`config.mk`:
```
export PLATFORM = sky130hd
export DESIGN_NAME = interrupt_priority_control_regs
export DESIGN_NICKNAME = d
export VERILOG_FILES = /design/src/prio_arbiter.v /design/src/interrupt_priority_control_regs.v
export VERILOG_INCLUDE_DIRS = /design/src
export SDC_FILE = /design/constraint.sdc
export NUM_CORES = 1
export LEC_CHECK = 0
export BUFFER_PORTS_ARGS = -buffer_cell sky130_fd_sc_hd__buf_2
export CAP_MARGIN = 20
export CORE_MARGIN = 2
export CORE_UTILIZATION = 52
export CTS_CLUSTER_SIZE = 12
export DETAILED_ROUTE_END_ITERATION = 6
export PLACE_DENSITY = 0.87
export SLEW_MARGIN = 20
export SYNTH_ARGS = -nofsm -noshare
export SYNTH_HDL_FRONTEND = slang
export SYNTH_HIERARCHICAL = 1
export SYNTH_SLANG_ARGS = --single-unit
```
`constraint.sdc`:
```
create_clock -name ref_clk -period 19.23 [get_ports ref_clk]
set_input_delay 1.923 -clock ref_clk [delete_from_list [all_inputs] [get_ports ref_clk]]
set_output_delay 1.923 -clock ref_clk [all_outputs]
set_load 0.03 [all_outputs]
```
`src/irq_prio_defs.vh`:
```
/*
 * Offsets, field positions, reset values and codes for the interrupt
 * priority register block. Assumes inclusion by bare name.
 */
`ifndef IRQ_PRIO_DEFS_VH
`define IRQ_PRIO_DEFS_VH

// ----------------------------------------
// register byte offsets on apb
// ----------------------------------------
`define OFS_DMA4_PMP_PRIORITY     12'h000
`define OFS_SPI_RX_KEY_PRIORITY   12'h004
`define OFS_UART3_PRIORITY        12'h008
`define OFS_LEVEL_STATUS          12'h00C

// ----------------------------------------
// field low bit positions
// ----------------------------------------
`define POS_DMA_CH4               8
`define POS_PARALLEL_PORT         4
`define POS_SERIAL2_RX            12
`define POS_SERIAL1_RX            8
`define POS_KEY_PROGRAM_DONE      0
`define POS_UART_C_TX             12
`define POS_UART_C_RX             8
`define POS_UART_C_ERR            4

// ----------------------------------------
// write masks and reset values
// ----------------------------------------
`define MASK_DMA4_PMP             16'h0770
`define MASK_SPI_RX_KEY           16'h7707
`define MASK_UART3                16'h7770
`define RST_DMA4_PMP              16'h0440
`define RST_SPI_RX_KEY            16'h4404
`define RST_UART3                 16'h4440

// ----------------------------------------
// priority codes
// ----------------------------------------
`define PRIO_DISABLED             3'h0
`define PRIO_MIDDLE               3'h4
`define NUM_SOURCES               8

`endif

```
`src/prio_arbiter.v`:
```
/*
 * Picks the highest priority pending and enabled source.
 * Assumes levels and requests are on the same clock as the caller.
 */
`timescale 1ns/1ps
`default_nettype none

module prio_arbiter #(
  parameter N = 8
) (
  input  wire [N-1:0]   req,
  input  wire [3*N-1:0] levels,
  output reg            active,
  output reg  [2:0]     win_level,
  output reg  [3:0]     win_id
);

  integer i;
  reg [2:0] lv;

  // ----------------------------------------
  // linear level compare, lower index wins ties
  // ----------------------------------------
  always @* begin
    active    = 1'b0;
    win_level = 3'h0;
    win_id    = 4'h0;
    lv        = 3'h0;
    for (i = 0; i < N; i = i + 1) begin
      lv = levels[3*i +: 3];
      // code zero never enters the compare
      if (req[i] && (lv != 3'h0) && (lv > win_level)) begin
        active    = 1'b1;
        win_level = lv;
        win_id    = i[3:0];
      end
    end
  end

endmodule

`default_nettype wire

```
`src/interrupt_priority_control_regs.v`:
```
/*
 * Interrupt priority register block with an apb slave and arbitration.
 * Assumes source requests come from logic on ref_clk.
 */
// Our own choices: register access over APB and the register addresses.
`timescale 1ns/1ps
`default_nettype none
`include "irq_prio_defs.vh"

// What this block does
// - three-bit field; code 111 gives level seven, the highest
// - code 001 gives level one, lowest enabled level
// - code 000 disables the source; its request never wins
// - unused bits read zero and ignore writes
// - dma channel four priority in bits 10:8
// - parallel port priority in bits 6:4 of the same register
// - serial1 receive priority in bits 10:8
// - uart c transmit priority in bits 14:12
// - uart c receive in bits 10:8, error in bits 6:4
module interrupt_priority_control_regs (
  input  wire        ref_clk,
  input  wire        rst_n,
  input  wire        psel,
  input  wire        penable,
  input  wire        pwrite,
  input  wire [11:0] paddr,
  input  wire [31:0] pwdata,
  input  wire [3:0]  pstrb,
  output wire        pready,
  output reg  [31:0] prdata,
  output wire        pslverr,
  input  wire [7:0]  src_req,
  output reg         cpu_irq_q,
  output reg  [2:0]  cpu_level_q,
  output reg  [3:0]  cpu_src_id_q,
  output wire [23:0] src_levels
);

  reg  [15:0] dma4_pmp_q;
  reg  [15:0] spi_rx_key_q;
  reg  [15:0] uart3_q;
  wire        wr_en;
  wire        hit;
  wire [15:0] wdata16;
  wire [15:0] strb_mask;
  wire        arb_active;
  wire [2:0]  arb_level;
  wire [3:0]  arb_id;

  // ----------------------------------------
  // field extraction
  // ----------------------------------------
  wire [2:0] dma_ch4_prio          = dma4_pmp_q[`POS_DMA_CH4 +: 3];
  wire [2:0] parallel_port_prio    = dma4_pmp_q[`POS_PARALLEL_PORT +: 3];
  wire [2:0] serial1_rx_prio       = spi_rx_key_q[`POS_SERIAL1_RX +: 3];
  wire [2:0] serial2_rx_prio       = spi_rx_key_q[`POS_SERIAL2_RX +: 3];
  wire [2:0] key_program_done_prio = spi_rx_key_q[`POS_KEY_PROGRAM_DONE +: 3];
  wire [2:0] uart_c_tx_prio        = uart3_q[`POS_UART_C_TX +: 3];
  wire [2:0] uart_c_rx_prio        = uart3_q[`POS_UART_C_RX +: 3];
  wire [2:0] uart_c_err_prio       = uart3_q[`POS_UART_C_ERR +: 3];

  // source order: 0 dma4, 1 pmp, 2 spi1rx, 3 spi2rx, 4 key,
  // 5 uart tx, 6 uart rx, 7 uart err
  assign src_levels = {uart_c_err_prio, uart_c_rx_prio, uart_c_tx_prio,
                       key_program_done_prio, serial2_rx_prio,
                       serial1_rx_prio, parallel_port_prio,
                       dma_ch4_prio};

  // ----------------------------------------
  // apb slave, zero wait states
  // ----------------------------------------
  assign pready    = 1'b1;
  assign hit       = (paddr == `OFS_DMA4_PMP_PRIORITY) ||
                     (paddr == `OFS_SPI_RX_KEY_PRIORITY) ||
                     (paddr == `OFS_UART3_PRIORITY) ||
                     (paddr == `OFS_LEVEL_STATUS);
  // unmapped addresses answer with an error, reads give zero
  assign pslverr   = psel & penable & ~hit;
  assign wr_en     = psel & penable & pwrite;
  assign wdata16   = pwdata[15:0];
  assign strb_mask = {{8{pstrb[1]}}, {8{pstrb[0]}}};

  function [15:0] merge;
    input [15:0] old;
    input [15:0] wd;
    input [15:0] bmask;
    input [15:0] fmask;
    reg   [15:0] m;
    begin
      m     = bmask & fmask;
      merge = (old & ~m) | (wd & m);
    end
  endfunction

  always @(posedge ref_clk) begin
    if (!rst_n) begin
      dma4_pmp_q   <= `RST_DMA4_PMP;
      spi_rx_key_q <= `RST_SPI_RX_KEY;
      uart3_q      <= `RST_UART3;
    end else if (wr_en) begin
      if (paddr == `OFS_DMA4_PMP_PRIORITY) begin
        dma4_pmp_q <= merge(dma4_pmp_q, wdata16, strb_mask,
                            `MASK_DMA4_PMP);
      end
      if (paddr == `OFS_SPI_RX_KEY_PRIORITY) begin
        spi_rx_key_q <= merge(spi_rx_key_q, wdata16, strb_mask,
                              `MASK_SPI_RX_KEY);
      end
      if (paddr == `OFS_UART3_PRIORITY) begin
        uart3_q <= merge(uart3_q, wdata16, strb_mask, `MASK_UART3);
      end
    end
  end

  always @* begin
    prdata = 32'h0000_0000;
    if (psel && !pwrite) begin
      case (paddr)
        `OFS_DMA4_PMP_PRIORITY:   prdata = {16'h0000, dma4_pmp_q};
        `OFS_SPI_RX_KEY_PRIORITY: prdata = {16'h0000, spi_rx_key_q};
        `OFS_UART3_PRIORITY:      prdata = {16'h0000, uart3_q};
        `OFS_LEVEL_STATUS:        prdata = {24'h00_0000, cpu_irq_q,
                                            cpu_src_id_q, cpu_level_q};
        default:                  prdata = 32'h0000_0000;
      endcase
    end
  end

  // ----------------------------------------
  // arbitration toward the core
  // ----------------------------------------
  prio_arbiter #(
    .N(`NUM_SOURCES)
  ) u_arb (
    .req       (src_req),
    .levels    (src_levels),
    .active    (arb_active),
    .win_level (arb_level),
    .win_id    (arb_id)
  );

  // registered so the core sees a clean level, one cycle late
  always @(posedge ref_clk) begin
    if (!rst_n) begin
      cpu_irq_q    <= 1'b0;
      cpu_level_q  <= 3'h0;
      cpu_src_id_q <= 4'h0;
    end else begin
      cpu_irq_q    <= arb_active;
      cpu_level_q  <= arb_level;
      cpu_src_id_q <= arb_id;
    end
  end

endmodule

`default_nettype wire

```
# Yosys cells after proc, flatten, opt, wreduce, memory -nomap -nowiden
# Index checks and enable logic that the tools add are counted.
[totals]
wordCells = 94
regBits = 56
out_inout_bits = 66
input_bits = 61
[op_classes]
muxes = 25
reduce_logical = 34
order_cmp = 8
eq_ne = 3
bitwise = 17
[ops]
columns = ["operator", "count"]
rows = [
  ["16-bit one-hot mux with 4 select lines", 1],
  ["16-bit AND", 3],
  ["16-bit OR", 3],
  ["3-bit two-way mux", 12],
  ["16-bit by 15-bit AND with 16-bit output", 2],
  ["15-bit inverter with 16-bit output", 2],
  ["12-bit by 4-bit equality test with 1-bit output (second input constant)", 2],
  ["3-bit nonzero test", 8],
  ["3-bit > comparator", 7],
  ["1-bit logical AND", 17],
  ["16-bit by 11-bit AND with 16-bit output", 1],
  ["16-bit two-way mux", 1],
  ["11-bit inverter with 16-bit output", 1],
  ["12-bit by 3-bit equality test with 1-bit output (second input constant)", 1],
  ["12-bit zero test", 1],
  ["1-bit two-way mux", 9],
  ["7-bit OR reduction", 1],
  ["2-bit AND reduction", 3],
  ["2-bit two-way mux", 2],
  ["1-bit AND", 3],
  ["3-bit by 1-bit > comparator with 1-bit output (second input constant)", 1],
  ["1-bit logical OR", 3],
  ["1-bit inverter", 2],
  ["1-bit zero test", 1],
]

# Depth between registers and ports, before layout
[depth]
word_depth = 25
ltp_mapped = 46
mapped_depth_nobuf = 46

# Cells and area by module
# Netlist, hierarchy kept.
[modules_own_cells]
columns = ["mod", "cells_each", "seq_area_each_um2", "area_each_um2", "n_inst"]
rows = [
  ["interrupt_priority_control_regs", 189, 640.6, 1732.9, 1],
  ["prio_arbiter", 167, 0.0, 1131.1, 1],
]

# Least setup slack after synthesis
# No wires, ideal clock.
[synth_timing]
kind = "input to register"
from = "input src_req[0]"
to = "register cpu_irq_q"
slack_ns = 8.569
path_buffers = 0
t_arrival_ns = 10.546
setup_ns = 0.115
cell_stages = 43
required_time_ns = 19.115
path_cell_list = "nand2_1 -> ha_1 -> and3b_1 -> o211ai_2 -> o21ai_0 -> o21ai_0 -> ha_1 -> nor2_1 -> o211ai_1 -> a21oi_1 -> mux2_2 -> ha_1 -> nor2_1 -> nand2_1 -> a211oi_1 -> or2_2 -> o31ai_1 -> mux2i_1 -> [... 7 more ...] -> ha_1 -> or2_2 -> a31oi_1 -> a211oi_1 -> o21ai_0 -> nand2_1 -> ha_1 -> nand3_1 -> o311ai_0 -> a21oi_1 -> mux2_2 -> ha_1 -> nor2b_1 -> o21a_1 -> o21ai_1 -> nor2b_1 -> nand4_1 -> and2_1"
[synth_between]
elab_chain_cells = 24
elab_cells_between_ends = 31
cone_classes = "order compare (7); mux (15); reduce/logical (9)"
[synth_rtl]
columns = ["item", "line", "source"]
rows = [
  ["start: declaration", "interrupt_priority_control_regs.v:32", "input wire [7:0] src_req,"],
  ["1-bit logical AND * (2 in a row)", "prio_arbiter.v:32", "if (req[i] && (lv != 3'h0) && (lv > win_level)) begin"],
  ["3-bit two-way mux", "prio_arbiter.v:32", ""],
  ["3-bit > comparator", "prio_arbiter.v:32", ""],
  ["1-bit logical AND", "prio_arbiter.v:32", ""],
  ["3-bit two-way mux", "prio_arbiter.v:32", ""],
  ["3-bit > comparator", "prio_arbiter.v:32", ""],
  ["1-bit logical AND", "prio_arbiter.v:32", ""],
  ["3-bit two-way mux", "prio_arbiter.v:32", ""],
  ["[... 8 more ...]", "--", ""],
  ["3-bit two-way mux", "prio_arbiter.v:32", ""],
  ["3-bit > comparator", "prio_arbiter.v:32", ""],
  ["1-bit logical AND", "prio_arbiter.v:32", ""],
  ["3-bit two-way mux", "prio_arbiter.v:32", ""],
  ["3-bit > comparator", "prio_arbiter.v:32", ""],
  ["1-bit logical AND", "prio_arbiter.v:32", ""],
  ["1-bit two-way mux *", "prio_arbiter.v:32", ""],
  ["net arb_active", "interrupt_priority_control_regs.v:46", "wire arb_active;"],
  ["end signal: assignment", "interrupt_priority_control_regs.v:149", "cpu_irq_q <= arb_active;"],
  ["end: declaration", "interrupt_priority_control_regs.v:33", "output reg cpu_irq_q,"],
]
# Mark *: on every way through the listed nets, which the timed path passes. The rest lies on a longest branch.
# A chain may end at the register's enable or synchronous reset.

# Worst setup path after layout
# Ends and elaborated chain as after synthesis.

==> results_dict.tcl <==
set metrics [dict create \
    grt_max_degree 45 \
    skew_ns 0.00377 \
    cpMostUsedCell "ha_1" \
    synth_top_area_share_pct 22.4 \
    clk_latency_ns 0.29 \
    grt_pass1_vias 2657 \
    critPathLaunchType "input port" \
    num_vias 2958 \
    crit_path_end_kind "flop" \
    grt.total_usage_pct 25.1 \
    antenna_found_initial 0 \
    drtIter0Drc 253 \
    r2r_slack_ns 8.71 \
    max_slew.worst_pin.slew_ns 0.799 \
    min_period_over_period_pct 61.4 \
    cts_resized 0 \
    fin_cells 509 \
    postSynthAreaPerCell_um2 8.04 \
    rows 27 \
    rsz0062_at_grt "no" \
    clock_sinks 32 \
    final_hold_viol_count 0 \
    hold_path_class "reg -> reg" \
    placed_area_um2 3260 \
    irDropWorstVdd_v 0.0000310 \
    setup_slack_ns 7.42 \
    slowest_delay_ns 0.63 \
    ys_seq_area_share_pct 22.4 \
    crit_fanout 7 \
    core_area_um2 5410 \
    netlist_area_um2 2860 \
    cts_root_buf "clkbuf_8" \
    tns_ns 0 \
    pre_cts_slack_ns 7.23 \
    routedWlPerCell_um 15.1 \
    synth_common_cells "nand2_1 (43), mux2i_1 (35), dfxtp_1 (32)" \
    drive_gt1_share_pct 27.0 \
    htree_levels 2 \
    yosys_warnings 6 \
    p_leak_nw 1.61 \
    holdPathStages 2 \
    netlist_top_cells_area "dfxtp_1 (22%), mux2i_1 (12%), ha_1 (5.7%)" \
    grt_pass1_wl_um 12500 \
    insertedDiodeCount 0 \
    async_flop_share_pct 0 \
    ios 127 \
    nNetsFinal 510 \
    die_area_um2 6120 \
    setup-violations-final 0 \
    clk_pin_slew_ns 0.07 \
    fin_crit_ns 11.81 \
    synth.largest_area_cell "dfxtp_1" \
    cts_tree "yes" \
    numCtsBuffers 5 \
    grt-ovfl-total 0 \
    rr_endpoint "cpu_irq_q" \
    firstDrtPassIters 5 \
    yosysMostFrequentCell "nand2_1" \
    port-buffer-count 85 \
    slowest_stage "a2111oi_0" \
    floorplan.die.width_um 78.2 \
    p_per_area_nw_per_um2 44.5 \
    ys_ff_latch 32 \
    syn2layout_area_growth_pct 17.0 \
    ctsLongestPathBuffers 2 \
    start_util_pct 53.0 \
    cts_hold_buf 0 \
    synth_edf_count 0 \
    wirelength_um 7690 \
    avgViaCountPerCell 5.81 \
    dp_hpwl_um 6040 \
    drv_cap 0 \
    max-slew-margin-rel_pct 46.2 \
    cp.required_ns 19.42 \
    synth-main-ff-cell "dfxtp_1" \
    syn_inst 356 \
    dp_cells 501 \
    fmax_mhz 84.7 \
    run_status "finished, final reports clean" \
    ant_nets 0 \
    timing.final.max_slew_violations 0 \
    fin_area_um2 3350 \
    p_total_uw 149 \
    worstRegToRegCells 42 \
    critPathKind "in -> reg" \
    die_height_um 78.2 \
    cp.arrival_ns 11.99 \
    ys_types 61 \
    remaining_drc_errors 0 \
    gp_congestion 0.913 \
    cts_setup_buffers 0 \
]
==> per-layer routing <==
| metal | routed length, um | vias up | GRT usage, % |
|---|---|---|---|
| met5 | 0 | - | 0 |
| met4 | 120 | 0 | 7.02 |
| met3 | 508 | 13 | 2.99 |
| met2 | 3740 | 124 | 44.5 |
| met1 | 3320 | 1402 | 31.9 |
| li1 | - | 1419 | - |
==> cell families (layout without fill, tap and decap cells) <==
| kind of cell | Yosys count | after routing | synth area share, % |
|---|---|---|---|
| flops | 32 | 32 | 22.4 |
| buf+inv | 47 | 111 | 8.87 |
| mux | 40 | 40 | 14.2 |
| compound gates | 74 | 74 | 19.8 |
| fa+ha+maj | 15 | 15 | 6.38 |
| simple gates | 145 | 145 | 28.0 |
| other cells | 3 | 20 | 0.393 |
==> worst max-delay path: cells and delay by family <==
| kind | cells | cell delay [ns] |
|---|---|---|
| buffers and inverters | 2 | 0.20 |
| multiplexers | 4 | 1.32 |
| AND/OR/NAND/NOR | 14 | 2.17 |
| adder cells (fa/ha/maj) | 8 | 2.39 |
| AO/OA/AOI/OAI | 15 | 3.96 |
==> layout by cell type, fill, tap and decap left out, types with 11 or more instances in the layout <==
| cell | instances |
|---|---|
| buf_2 | 85 |
| nand2_1 | 43 |
| mux2i_1 | 35 |
| dfxtp_1 | 32 |
| nor2_1 | 28 |
| conb_1 | 20 |
| nor2b_1 | 19 |
| inv_1 | 18 |
| o21ai_0 | 14 |
| ha_1 | 13 |
| and2_1 | 11 |
==> cell type report <==
type	instances	area, um2
multi-input combinational	294	2030
inverter	18	67.6
sequential	32	641
tap	72	90.1
clock buffer	6	82.6
clock inverter	2	10.0
fill	475	2060
timing repair buffer	85	425
==> worst max path at each step <==
stage | end | depth (start not counted) | slack [ns] | start
2_1_floorplan | cpu_irq_q | 43 | 8.57 | src_req[0]
3_3_place_gp | cpu_irq_q | 43 | 7.50 | src_req[0]
3_5_place_dp | cpu_irq_q | 43 | 7.23 | src_req[0]
4_1_cts | cpu_irq_q | 43 | 7.53 | src_req[0]
5_1_grt | cpu_irq_q | 43 | 6.62 | src_req[0]
6_report | cpu_irq_q | 43 | 7.42 | src_req[0]
==> power breakdown <==
group / switching (mW) / internal, mW / total, mW
sequential: 0.000554 / 0.0672 / 0.0677
clock: 0.0248 / 0.0285 / 0.0533
combinational: 0.0187 / 0.00931 / 0.0280
==> stage by stage <==
step | utilization [%] | hold slack [ns]
after floorplan | - | 0.613
after global placement | 60.3 | 0.514
after detailed placement | 60.3 | 0.517
after CTS | 62.0 | 0.533
after global routing | 62.0 | 0.547
final | 62.0 | 0.533
No activity file was read; power rests on OpenSTA's default activity.
